$ cat config.mk
export PLATFORM = sky130hd
export DESIGN_NAME = soft_ctrl
export DESIGN_NICKNAME = d
export VERILOG_FILES = /design/src/verilog/soft_ctrl_pkg.sv /design/src/verilog/soft_ctrl.sv
export SDC_FILE = /design/constraint.sdc
export NUM_CORES = 1
export LEC_CHECK = 0
export ABC_AREA = 0
export BUFFER_PORTS_ARGS = -buffer_cell sky130_fd_sc_hd__buf_2
export CAP_MARGIN = 10
export CORE_AREA = 2 2 134 136
export DETAILED_ROUTE_END_ITERATION = 10
export DIE_AREA = 0 0 136 138
export PLACE_DENSITY = 0.75
export SLEW_MARGIN = 30
export SYNTH_ARGS = -nofsm -noshare
export SYNTH_HDL_FRONTEND = slang
export SYNTH_SLANG_ARGS = --single-unit
$ cat constraint.sdc
create_clock -name hclk -period 5.31 [get_ports hclk]
set_clock_uncertainty 0.1 [all_clocks]
set_input_delay 0.531 -clock hclk [delete_from_list [all_inputs] [get_ports hclk]]
set_output_delay 0.531 -clock hclk [all_outputs]
set_load 0.01 [all_outputs]
$ cat src/verilog/soft_ctrl_pkg.sv
// Purpose: Shared constants and carriers of the module soft control block.
// Assumes: hclk runs at 125 MHz.
// Notes: Two-wire byte offsets and bus offsets are held here only.
package soft_ctrl_pkg;
    // Clock rate and derived cycle counts.
    localparam int CLK_MHZ = 125;
    localparam int T_RESET_MIN_US = 2;
    localparam int RESET_MIN_CYC = T_RESET_MIN_US * CLK_MHZ;
    localparam int T_WAKE_US = 1000;
    localparam int WAKE_CYC = T_WAKE_US * CLK_MHZ;
    // Two-wire memory byte offsets.
    localparam logic [7:0] MEM_STATUS = 8'h02;
    localparam logic [7:0] MEM_FLAGS = 8'h03;
    localparam logic [7:0] MEM_POWER = 8'h5D;
    localparam logic [7:0] MEM_MASK = 8'h64;
    // Field positions.
    localparam int NOT_READY_BIT = 0;
    localparam int FLAG_READY_BIT = 0;
    localparam int POWER_OVR_BIT = 0;
    localparam int POWER_SET_BIT = 1;
    // Bus register byte addresses.
    localparam logic [7:0] REG_IRQ_STATUS = 8'h00;
    localparam logic [7:0] REG_IRQ_MASK = 8'h04;
    localparam logic [7:0] REG_CTRL = 8'h08;
    localparam logic [7:0] REG_STATE = 8'h0C;
    localparam logic [7:0] REG_FLAGS = 8'h10;
    // Reset values.
    localparam logic [6:0] SLAVE_ADDR_RST = 7'h50;
    localparam logic [7:0] MASK_RST = 8'h00;
    localparam logic [3:0] IRQ_MASK_RST = 4'h0;
    // Event bits of the bus status register.
    localparam int EV_SELECT = 0;
    localparam int EV_WRITE = 1;
    localparam int EV_READY = 2;
    localparam int EV_READ = 3;
    // AHB transfer type.
    localparam logic [1:0] HTRANS_NONSEQ = 2'h2;
    // Serial engine states.
    typedef enum logic [2:0] {
        SER_IDLE, SER_ADDR, SER_ACK_A, SER_WRITE, SER_ACK_W, SER_READ,
        SER_ACK_R, SER_WAIT
    } ser_state_e;
    // Latched address phase of a bus transfer.
    typedef struct packed {
        logic valid;
        logic write;
        logic [7:0] addr;
    } ahb_phase_s;
endpackage : soft_ctrl_pkg

$ cat src/verilog/soft_ctrl.sv
// Purpose: Soft control and status logic of a pluggable module.
// Assumes: scl, sda, select, reset, low power and flag inputs are asynchronous.
// Notes: Register access by the host happens over the two-wire slave.
// Summary of operation
// - Setting a mask bit stops its flag pulling the interrupt line low.
// - Clearing a mask bit lets its flag drive the interrupt line again.
// - Active module select lets the slave answer serial transfers quickly.
// - Inactive module select makes the slave stop answering quickly.
// - Setting power override or power set enters low power.
// - Clearing them returns to fully functional within 300 ms.
// - Fully functional shows as not-ready cleared plus an interrupt.
// - Write effects take place no later than the edge after stop.
// - Read effects take place no later than the edge after stop.
// - A read that clears a flag releases the interrupt line.
// - A flag condition sets its flag and asserts the interrupt line.
// - Low power input enters low power within 100 us.
`timescale 1ns/1ps
`default_nettype none
module soft_ctrl
    import soft_ctrl_pkg::*;
#(
    parameter int WAKE_CYCLES = WAKE_CYC,
    parameter int FLAG_W = 4
)(
    input wire logic hclk,
    input wire logic hresetn,
    input wire logic ce,
    input wire logic hsel,
    input wire logic [31:0] haddr,
    input wire logic [1:0] htrans,
    input wire logic hwrite,
    input wire logic [2:0] hsize,
    input wire logic [31:0] hwdata,
    input wire logic hready,
    output logic [31:0] hrdata,
    output logic hreadyout,
    output logic hresp,
    output logic irq,
    input wire logic scl_i,
    input wire logic sda_i,
    output logic sda_o,
    output logic sda_oe,
    input wire logic module_select_line_n,
    input wire logic module_reset_line_n,
    input wire logic low_power_input,
    input wire logic [FLAG_W-1:0] flag_cond,
    output logic interrupt_line_n,
    output logic presence_output_n,
    output logic low_power_state
);
    // Synchroniser stages for every asynchronous input.
    localparam int NSYNC = FLAG_W + 5;
    logic [NSYNC-1:0] sync1;
    logic [NSYNC-1:0] sync2;
    logic scl_d;
    logic sda_d;
    wire logic [NSYNC-1:0] async_in = {flag_cond, low_power_input,
        module_reset_line_n, module_select_line_n, sda_i, scl_i};
    // Stages reset to each pin's idle level, so release shows no false event.
    localparam logic [NSYNC-1:0] SYNC_IDLE = {{FLAG_W{1'b0}}, 5'h0F};

    always_ff @(posedge hclk or negedge hresetn)
        if (!hresetn)
        begin
            sync1 <= SYNC_IDLE;
            sync2 <= SYNC_IDLE;
            scl_d <= 1'b1;
            sda_d <= 1'b1;
        end
        else if (ce)
        begin
            sync1 <= async_in;
            sync2 <= sync1;
            scl_d <= sync2[0];
            sda_d <= sync2[1];
        end

    // Named views of the synchronised pins and their edges.
    wire logic scl_s = sync2[0];
    wire logic sda_s = sync2[1];
    wire logic selected = ~sync2[2];
    wire logic mrst_n_s = sync2[3];
    wire logic lp_in_s = sync2[4];
    wire logic [FLAG_W-1:0] cond_s = sync2[NSYNC-1:5];
    wire logic scl_rise = scl_s & ~scl_d;
    wire logic scl_fall = ~scl_s & scl_d;
    wire logic start_det = scl_s & scl_d & sda_d & ~sda_s;
    wire logic stop_det = scl_s & scl_d & ~sda_d & sda_s;

    // Module reset pin filter: only a low longer than the minimum counts.
    logic [8:0] rst_cnt;
    logic soft_rst;
    always_ff @(posedge hclk or negedge hresetn)
        if (!hresetn)
            rst_cnt <= '0;
        else if (ce)
            rst_cnt <= mrst_n_s ? '0 : rst_cnt + {8'h00, ~soft_rst};
    assign soft_rst = (rst_cnt >= 9'(RESET_MIN_CYC));

    // Two-wire slave engine and its module memory.
    ser_state_e state;
    logic [3:0] bitcnt;
    logic [7:0] shreg;
    logic [7:0] ptr;
    logic first_byte;
    logic wr_seen;
    logic rd_seen;
    logic [7:0] mask;
    logic [7:0] pend_mask;
    logic [1:0] power;
    logic [1:0] pend_power;
    logic [7:0] flags;
    logic [7:0] rd_clear;
    logic not_ready;
    logic [6:0] slave_addr;

    // Byte returned for a read of the module memory.
    function automatic logic [7:0] mem_read(input logic [7:0] a,
        input logic [7:0] fl, input logic [7:0] mk, input logic [1:0] pw,
        input logic nr);
        logic [7:0] r;
        r = 8'h00;
        case (a)
            MEM_STATUS: r[NOT_READY_BIT] = nr;
            MEM_FLAGS: r = fl;
            MEM_MASK: r = mk;
            MEM_POWER: r = {6'h00, pw};
            default: r = 8'h00;
        endcase
        return r;
    endfunction : mem_read

    wire logic [7:0] rd_byte = mem_read(ptr, flags, mask, power, not_ready);
    wire logic byte_done = (bitcnt == 4'h8);
    wire logic addr_hit = (shreg[7:1] == slave_addr) & selected;
    wire logic commit = stop_det & (state != SER_IDLE);

    // Serial state machine; a released select aborts at once.
    always_ff @(posedge hclk or negedge hresetn)
        if (!hresetn)
        begin
            state <= SER_IDLE;
            bitcnt <= 4'h0;
            shreg <= 8'h00;
            sda_oe <= 1'b0;
        end
        else if (ce)
        begin
            if (!selected || soft_rst)
            begin
                state <= SER_IDLE;
                sda_oe <= 1'b0;
            end
            else if (start_det)
            begin
                state <= SER_ADDR;
                bitcnt <= 4'h0;
                sda_oe <= 1'b0;
            end
            else if (stop_det)
            begin
                state <= SER_IDLE;
                sda_oe <= 1'b0;
            end
            else if (scl_rise)
                case (state)
                    SER_ADDR, SER_WRITE:
                    begin
                        shreg <= {shreg[6:0], sda_s};
                        bitcnt <= bitcnt + 4'h1;
                    end
                    SER_READ:
                    begin
                        shreg <= {shreg[6:0], 1'b0};
                        bitcnt <= bitcnt + 4'h1;
                    end
                    SER_ACK_R:
                        if (sda_s)
                            state <= SER_WAIT;
                    default: state <= state;
                endcase
            else if (scl_fall)
                case (state)
                    SER_ADDR:
                        if (byte_done && addr_hit)
                        begin
                            state <= SER_ACK_A;
                            sda_oe <= 1'b1;
                        end
                        else if (byte_done)
                            state <= SER_WAIT;
                    SER_WRITE:
                        if (byte_done)
                        begin
                            state <= SER_ACK_W;
                            sda_oe <= 1'b1;
                        end
                    SER_ACK_W:
                    begin
                        state <= SER_WRITE;
                        bitcnt <= 4'h0;
                        sda_oe <= 1'b0;
                    end
                    SER_ACK_A, SER_ACK_R:
                        if (state == SER_ACK_R || shreg[0])
                        begin
                            state <= SER_READ;
                            bitcnt <= 4'h0;
                            shreg <= rd_byte;
                            sda_oe <= ~rd_byte[7];
                        end
                        else
                        begin
                            state <= SER_WRITE;
                            bitcnt <= 4'h0;
                            sda_oe <= 1'b0;
                        end
                    SER_READ:
                        if (byte_done)
                        begin
                            state <= SER_ACK_R;
                            sda_oe <= 1'b0;
                        end
                        else
                            sda_oe <= ~shreg[7];
                    default: state <= state;
                endcase
        end
    assign sda_o = 1'b0;

    // Pointer, pending writes and read bookkeeping of one transaction.
    wire logic wbyte = scl_fall & (state == SER_WRITE) & byte_done & selected;
    wire logic rbyte = scl_fall & (state == SER_ACK_A || state == SER_ACK_R)
        & (state == SER_ACK_R || shreg[0]) & selected;
    always_ff @(posedge hclk or negedge hresetn)
        if (!hresetn)
        begin
            ptr <= 8'h00;
            first_byte <= 1'b0;
            wr_seen <= 1'b0;
            rd_seen <= 1'b0;
            pend_mask <= MASK_RST;
            pend_power <= 2'h0;
            rd_clear <= 8'h00;
        end
        else if (ce)
        begin
            if (start_det)
            begin
                first_byte <= 1'b1;
                wr_seen <= 1'b0;
                rd_seen <= 1'b0;
                rd_clear <= 8'h00;
                pend_mask <= mask;
                pend_power <= power;
            end
            else if (wbyte && first_byte)
            begin
                ptr <= shreg;
                first_byte <= 1'b0;
            end
            else if (wbyte)
            begin
                wr_seen <= 1'b1;
                ptr <= ptr + 8'h01;
                if (ptr == MEM_MASK)
                    pend_mask <= shreg;
                if (ptr == MEM_POWER)
                    pend_power <= shreg[1:0];
            end
            else if (rbyte)
            begin
                rd_seen <= 1'b1;
                ptr <= ptr + 8'h01;
                if (ptr == MEM_FLAGS)
                    rd_clear <= rd_clear | flags;
            end
        end

    // Write and read effects are committed at the stop condition itself,
    // which is ahead of the falling edge that starts each deadline.
    wire logic commit_wr = commit & wr_seen;
    wire logic commit_rd = commit & rd_seen;
    always_ff @(posedge hclk or negedge hresetn)
        if (!hresetn)
        begin
            mask <= MASK_RST;
            power <= 2'h0;
        end
        else if (ce && soft_rst)
        begin
            mask <= MASK_RST;
            power <= 2'h0;
        end
        else if (ce && commit_wr)
        begin
            mask <= pend_mask;
            power <= pend_power;
        end

    // Low power and the wake-up sequence back to full function.
    logic [$clog2(WAKE_CYCLES+1)-1:0] wake_cnt;
    wire logic next_low_power = power[POWER_OVR_BIT] | power[POWER_SET_BIT]
        | lp_in_s;
    wire logic ready_event = not_ready & ~low_power_state & ~next_low_power
        & ~soft_rst & (wake_cnt == '0);
    always_ff @(posedge hclk or negedge hresetn)
        if (!hresetn)
        begin
            low_power_state <= 1'b1;
            not_ready <= 1'b1;
            wake_cnt <= ($clog2(WAKE_CYCLES+1))'(WAKE_CYCLES); // Full wait.
        end
        else if (ce)
        begin
            low_power_state <= next_low_power | soft_rst;
            if (next_low_power || soft_rst)
            begin
                not_ready <= 1'b1;
                wake_cnt <= ($clog2(WAKE_CYCLES+1))'(WAKE_CYCLES);
            end
            else if (wake_cnt != '0)
                wake_cnt <= wake_cnt - 1'b1;
            else if (ready_event)
                not_ready <= 1'b0;
        end

    // Latched flags: a setting event wins over a clear by read.
    wire logic [7:0] flag_set = {{(7-FLAG_W){1'b0}}, cond_s, ready_event};
    wire logic [7:0] flag_clr = commit_rd ? rd_clear : 8'h00;
    always_ff @(posedge hclk or negedge hresetn)
        if (!hresetn)
            flags <= 8'h00;
        else if (ce)
            flags <= soft_rst ? 8'h00 : (flags & ~flag_clr) | flag_set;

    // Interrupt line, low while any unmasked flag is set.
    always_ff @(posedge hclk or negedge hresetn)
        if (!hresetn)
            interrupt_line_n <= 1'b1;
        else if (ce)
            interrupt_line_n <= ~|(flags & ~mask);
    assign presence_output_n = 1'b0;

    // AHB-Lite slave: zero wait states, always OKAY.
    ahb_phase_s aph;
    logic [3:0] irq_status;
    logic [3:0] irq_mask;
    logic sel_d;
    wire logic take = hsel & hready & (htrans == HTRANS_NONSEQ);
    wire logic wr_ctrl = aph.valid & aph.write & (aph.addr == REG_CTRL);
    wire logic wr_imask = aph.valid & aph.write & (aph.addr == REG_IRQ_MASK);
    wire logic wr_istat = aph.valid & aph.write
        & (aph.addr == REG_IRQ_STATUS);
    wire logic [3:0] ev = {commit_rd, ready_event, commit_wr,
        selected & ~sel_d};
    wire logic [3:0] w1c = wr_istat ? hwdata[3:0] : 4'h0;
    wire logic [7:0] rsel = haddr[7:0];
    wire logic [31:0] next_hrdata =
        (rsel == REG_IRQ_STATUS) ? {28'h0, irq_status} :
        (rsel == REG_IRQ_MASK) ? {28'h0, irq_mask} :
        (rsel == REG_CTRL) ? {25'h0, slave_addr} :
        (rsel == REG_STATE) ? {28'h0, ~interrupt_line_n, low_power_state,
            not_ready, selected} :
        (rsel == REG_FLAGS) ? {24'h0, flags} : 32'h0;

    always_ff @(posedge hclk or negedge hresetn)
        if (!hresetn)
        begin
            aph <= '0;
            hrdata <= 32'h0;
        end
        else if (ce)
        begin
            aph <= '{valid: take, write: hwrite, addr: haddr[7:0]};
            if (take && !hwrite)
                hrdata <= next_hrdata;
        end

    // Bus registers; hardware events win over write-one-to-clear.
    always_ff @(posedge hclk or negedge hresetn)
        if (!hresetn)
        begin
            irq_status <= 4'h0;
            irq_mask <= IRQ_MASK_RST;
            slave_addr <= SLAVE_ADDR_RST;
            sel_d <= 1'b0;
        end
        else if (ce)
        begin
            sel_d <= selected;
            irq_status <= (irq_status & ~w1c) | ev;
            if (wr_imask)
                irq_mask <= hwdata[3:0];
            if (wr_ctrl)
                slave_addr <= hwdata[6:0];
        end
    assign irq = |(irq_status & irq_mask);
    assign hreadyout = 1'b1;
    assign hresp = 1'b0;
endmodule : soft_ctrl
`default_nettype wire

==> results of run 1 <==
logic make-up (layout without fill, tap and decap cells):
group | after synthesis | in the layout
multiplexers | 62 | 62
buffers and inverters | 99 | 113
XOR/XNOR | 23 | 23
AND/OR/NAND/NOR | 226 | 226
AO/OA/AOI/OAI | 195 | 195
flip-flops | 146 | 146
adder cells (fa/ha/maj) | 12 | 12
other | 2 | 28
flip-flops by register name (all words and copies together), names as in the netlist, 9 cells and up:
register  cells
aph          10
rst_cnt       9
sync1         9
sync2         9
wake_cnt     17
final timing paths:
| kind | start | to | slack (ns) | cells past startpoint |
|---|---|---|---|---|
| worst max-delay path | sync2[0] | bitcnt[2] | 2.64 | 6 |
| worst min-delay path | hresetn | bitcnt[1] | 0.13 | 1 |
| worst max register to register | sync2[0] | bitcnt[2] | 2.64 | 6 |
| worst min register to register | sel_d | irq_status[0] | 0.34 | 1 |
| max in group asynchronous | hresetn | not_ready | 3.91 | 2 |
| min in group hclk | flag_cond[0] | sync1[5] | 0.24 | 2 |
layout by cell type (no fill, tap or decap), types with 9 or more instances in the layout:
cell,n
xnor2_1,19
inv_1,33
o22ai_1,20
conb_1,28
a2bb2oi_1,13
nor2_1,53
o21ai_0,43
nand3_1,21
dfstp_2,22
nand4_1,9
a22oi_1,11
clkbuf_16,17
dfrtp_1,124
a21oi_1,38
ha_1,12
mux2_2,39
buf_2,42
mux2i_1,17
nand2_1,64
area by class of cell:
type                            instances  area share
Clock buffer                           22      0.0541
Clock inverter                         10      0.0118
Inverter                               33      0.0144
Multi-Input combinational cell        546       0.427
Sequential cell                       146       0.429
Tap cell                              229      0.0334
Timing Repair Buffer                   48      0.0305
metal layers:
layer | GRT usage | up-vias
met5 | 0 | -
met4 | 0.0877 | 0
met1 | 0.257 | 2857
met2 | 0.300 | 213
li1 | - | 2781
met3 | 0.0418 | 37
power by group through the flow:
stage / clock (mW) / sequential (mW) / combinational [mW]
global route: 1.22 / 1.63 / 0.854
floorplan: 0 / 1.50 / 0.623
global placement: 0 / 1.60 / 0.725
detailed placement: 0 / 1.61 / 0.748
CTS: 1.17 / 1.59 / 0.758
finish: 1.15 / 1.60 / 0.757
through the flow:
| stage | total power [mW] | hold slack, ns |
|---|---|---|
| 2_1_floorplan | 2.12 | 0.135 |
| 3_3_place_gp | 2.32 | 0.319 |
| 3_5_place_dp | 2.36 | 0.330 |
| 4_1_cts | 3.52 | 0.187 |
| 5_1_grt | 3.70 | 0.203 |
| 6_report | 3.50 | 0.132 |
==> flow_summary.toml, run 1 <==
[outcome]
status = "complete, no violations"

[setup_path]
worst_setup_path_end_kind = "flop"
worstPathArrival_ns = 2.88
crit_type = "flop to flop"
crit_path_max_incr_delay_ns = 0.69
slowest_stage = "ha_1"
cp_num_buf_inv = 1
cp-start-kind = "flop"
critPathTopFamily = "adder cells"
cp_cell_sequence = "ha_1, inv_1, o21ai_0, a21oi_1, or2_2, o41ai_1"
crit_path_max_fanout = 23
required_ns = 5.52

[floorplan]
die_x_um = 136
io_pins = 124
core-area_sq_mm = 0.0175
die_y_um = 138
dieArea_sq_mm = 0.0188
rows = 49
start_util = 0.439

[sta]
setup_slack_ns = 2.64
slew_headroom = 0.433
rsz0062_at_grt = "no"
fin_crit_ns = 2.67
finalCritPeriodShare = 0.503
setup_violations = 0
worstMarginPinSlew_ns = 0.850
setup_tns_ns = 0
final_max_slew_viol_count = 0
clock.fmax_ghz = 0.375
hold_violations = 0

[final_layout]
multi_input_area_sq_mm = 0.00366
regArea_sq_mm = 0.00368
syn_to_final_growth_pct = 11.4
final_area_sq_mm = 0.00858
antenna_cells = 0
final_util = 0.489
fill_cells = 1615
drive_gt1_frac = 0.198
fin_cells = 1034
fin_nets = 888

[route]
dr_wl_met3_mm = 1.05
met1_length_mm = 7.66
wl_per_cell_um = 16.8
via_per_inst = 5.69
top_layer = "met4"
dr.pass1.iters = 7
ant_nets = 0
drt_wl_total_mm = 17.4
drcViolationCount = 0
via_count = 5888
met2WireLength_mm = 8.15
drt_iter0_drc = 507

[placed_design]
place_congestion = 0.857
io_buffers = 43
dp_cells = 1002
dp_hpwl_mm = 11.7
dpl_worst_slack_ns = 2.48
dpl_cell_area_sq_mm = 0.00801

[clocking]
cts_resized = 0
holdBufCountCts = 0
clockBufferDepth = 2
cts_setup_buffers = 0
cts_root_buffer = "clkbuf_16"
h-tree-depth = 4
cts_tree = "built"
numCtsBuffers = 17
clock_latency_ns = 0.42
cts_sinks = 146
clkTransAtPathRegs_ns = 0.06

[logic_synthesis]
synth-edff-count = 0
synth_cell_types = 67
synthCells = 765
synth_common_cells = "dfrtp_1, nand2_1, nor2_1, o21ai_0, mux2_2"
synth_seq_area_share = 0.478
synthMuxAreaShare = 0.0927
yosysMostFrequentCell = "dfrtp_1"
yosys.area_share.simple = 0.151
synth_top_area_share = 0.403
synth_top_family_by_area = "compound AO/OA/AOI/OAI gates"
yosysTopAreaCell = "dfrtp_1"
ys_warn_count = 0
synth.avg_cell_area_sq_um = 10.1
synthXorXnorAreaFrac = 0.0261
synth_compound_area_frac = 0.170
ys_seq_elements = 146
synth_area_sq_mm = 0.00770
synth_area_leaders = "dfrtp_1, dfstp_2, mux2_2"
synthFlopType = "dfrtp_1"
synth_fa_ha_area_frac = 0.0195
ys_async_sr_fraction = 1.00

[power]
internal-power_mw = 2.36
combPwrFrac = 0.216
clkPwrFrac = 0.328
ir_drop_v = 0.000270
swShare = 0.326
seqPwrFrac = 0.456
p_leak_nw = 3.82
power_density_mw_per_mm2 = 408
p_sw_mw = 1.14

[grt]
grt_pass1_vias = 5672
grt_overflow = 0
grt_pass1_wl_mm = 28.7
grt_max_degree = 107
antenna_found_initial = 0
track_usage = 0.193

[job]
cap_violations = 0

[worst_hold_path]
hp-class = "input pin to asynchronous set/reset pin"
(Power assumes the default switching activity.)
==> run 2, diff against run 1 <==
==> constraint.sdc (replaced) <==
create_clock -name hclk -period 2.8 [get_ports hclk]
set_clock_uncertainty 0.1 [all_clocks]
set_input_delay 0.28 -clock hclk [delete_from_list [all_inputs] [get_ports hclk]]
set_output_delay 0.28 -clock hclk [all_outputs]
set_load 0.01 [all_outputs]
==> flow_summary.toml, run 2 (same netlist as run 1, synthesis figures left out) <==
[setup_path]
crit_start = "aph[1]"
crit_path_max_fanout = 4
required_ns = 3.01
cp-start-kind = "flop"
crit_type = "flop to flop"
reg2regPathDepth = 5
r2r-end = "irq_status[2]"
worst_setup_path_end_kind = "flop"
worstPathArrival_ns = 2.66
reg2reg_slack_ns = 0.36
crit_path_end = "irq_status[2]"
reg2reg_from = "aph[1]"

[route]
via_per_inst = 5.72
drt_iter0_drc = 483
ant_nets = 0
drcViolationCount = 0
wl_per_cell_um = 16.9
via_count = 6115
drt_wl_total_mm = 18.0
dr.pass1.iters = 5

[clocking]
cts_setup_buffers = 0
clockBufferDepth = 2
numCtsBuffers = 17
clkTransAtPathRegs_ns = 0.06
cts_root_buffer = "clkbuf_16"
cts_sinks = 146
h-tree-depth = 4
clock_latency_ns = 0.43
cts_tree = "built"

[placed_design]
io_buffers = 43
dp_hpwl_mm = 12.2
place_congestion = 0.866
dpl_worst_slack_ns = 0.386

[floorplan]
die_y_um = 138
io_pins = 124
core-area_sq_mm = 0.0175
die_x_um = 136
start_util = 0.439
dieArea_sq_mm = 0.0188
rows = 49

[final_layout]
antenna_cells = 0
largest_reg_flops = 17
drive_gt1_frac = 0.211
top_register = "wake_cnt"
final_common_cell = "dfrtp_1"
final_cell_mix = "dfrtp_1, nand2_1, nor2_1, o21ai_0, buf_2"
biggestRegsByFlops = "wake_cnt: 17 flops, aph: 10 flops"
syn_to_final_growth_pct = 15.7
fin_nets = 923

[job]
cap_violations = 0

[power]
power_density_mw_per_mm2 = 765
ir_drop_v = 0.000504
p_leak_nw = 3.98

[grt]
grt_overflow = 0
grt_pass1_vias = 5946
track_usage = 0.203
grt_pass1_wl_mm = 30.2
grt_max_degree = 65
antenna_found_initial = 0

[sta]
hold_violations = 0
setup_tns_ns = 0
final_max_slew_viol_count = 0
clock.fmax_ghz = 0.410
hold_ws_ns = 0.0105
setup_slack_ns = 0.358
worstMarginPinSlew_ns = 0.933
fin_crit_ns = 2.44
slew_headroom = 0.371
rsz0062_at_grt = "no"
setup_violations = 0
finalCritPeriodShare = 0.872

[worst_hold_path]
hp-class = "input pin to flop"

[outcome]
status = "complete, no violations"
-- run 2: final cells by class --
cell class	instances	area, sq um
clock buffer	19	443
clock inverter	13	150
fill	1583	8620
inverter	33	124
multi-input combinational	546	3650
sequential	146	3680
tap	229	287
timing repair buffer	83	577
-- run 2: how the worst min path moves through the flow --
stage / end / from / cells past startpoint / slack (ns)
after global routing: aph[6] / haddr[6] / 2 / 0.0007
after global placement: bitcnt[2] / hresetn / 1 / 0.17
final: sync1[1] / sda_i / 2 / 0.01
after CTS: aph[6] / haddr[6] / 2 / 0.0006
after detailed placement: bitcnt[1] / hresetn / 1 / 0.16
after floorplan: aph[0] / hresetn / 0 / -0.12
-- run 2: where the power goes --
| group | switching (mW) | internal [mW] |
|---|---|---|
| Sequential | 0.438 | 2.53 |
| Clock | 0.922 | 1.35 |
| Combinational | 0.854 | 0.722 |
-- run 2: through the flow --
stage / cell area [sq um] / util / total power, mW / std cells
after CTS: 8910 / 0.508 / 6.83 / 1069
final: 8910 / 0.508 / 6.82 / 1069
after global routing: 8910 / 0.508 / 7.19 / 1069
after global placement: 8140 / 0.464 / 4.46 / 1020
after floorplan: 7800 / - / 4.02 / 791
after detailed placement: 8150 / 0.465 / 4.52 / 1020
-- run 2: per-layer routing --
metal  wire length [um]  vias to the layer above  global-route usage
met5                  0                        -                   0
met4                634                        0              0.0927
li1                   -                     2842                   -
met3               1110                       48              0.0378
met1               7770                     2990               0.276
met2               8520                      235               0.314
-- run 2: timing repair --
item                      4_1_cts  5_1_grt
hold buffers                   17        0
gates resized for setup         0        0
hold endpoints to repair       54        0
-- run 2: critical path, cell delays in order (launching register included) --
cell and delay [ns]:
dfrtp_1 0.39, or4_1 0.55, or4_4 0.51, nor3_1 0.45, nand2_1 0.12, a32o_1 0.22
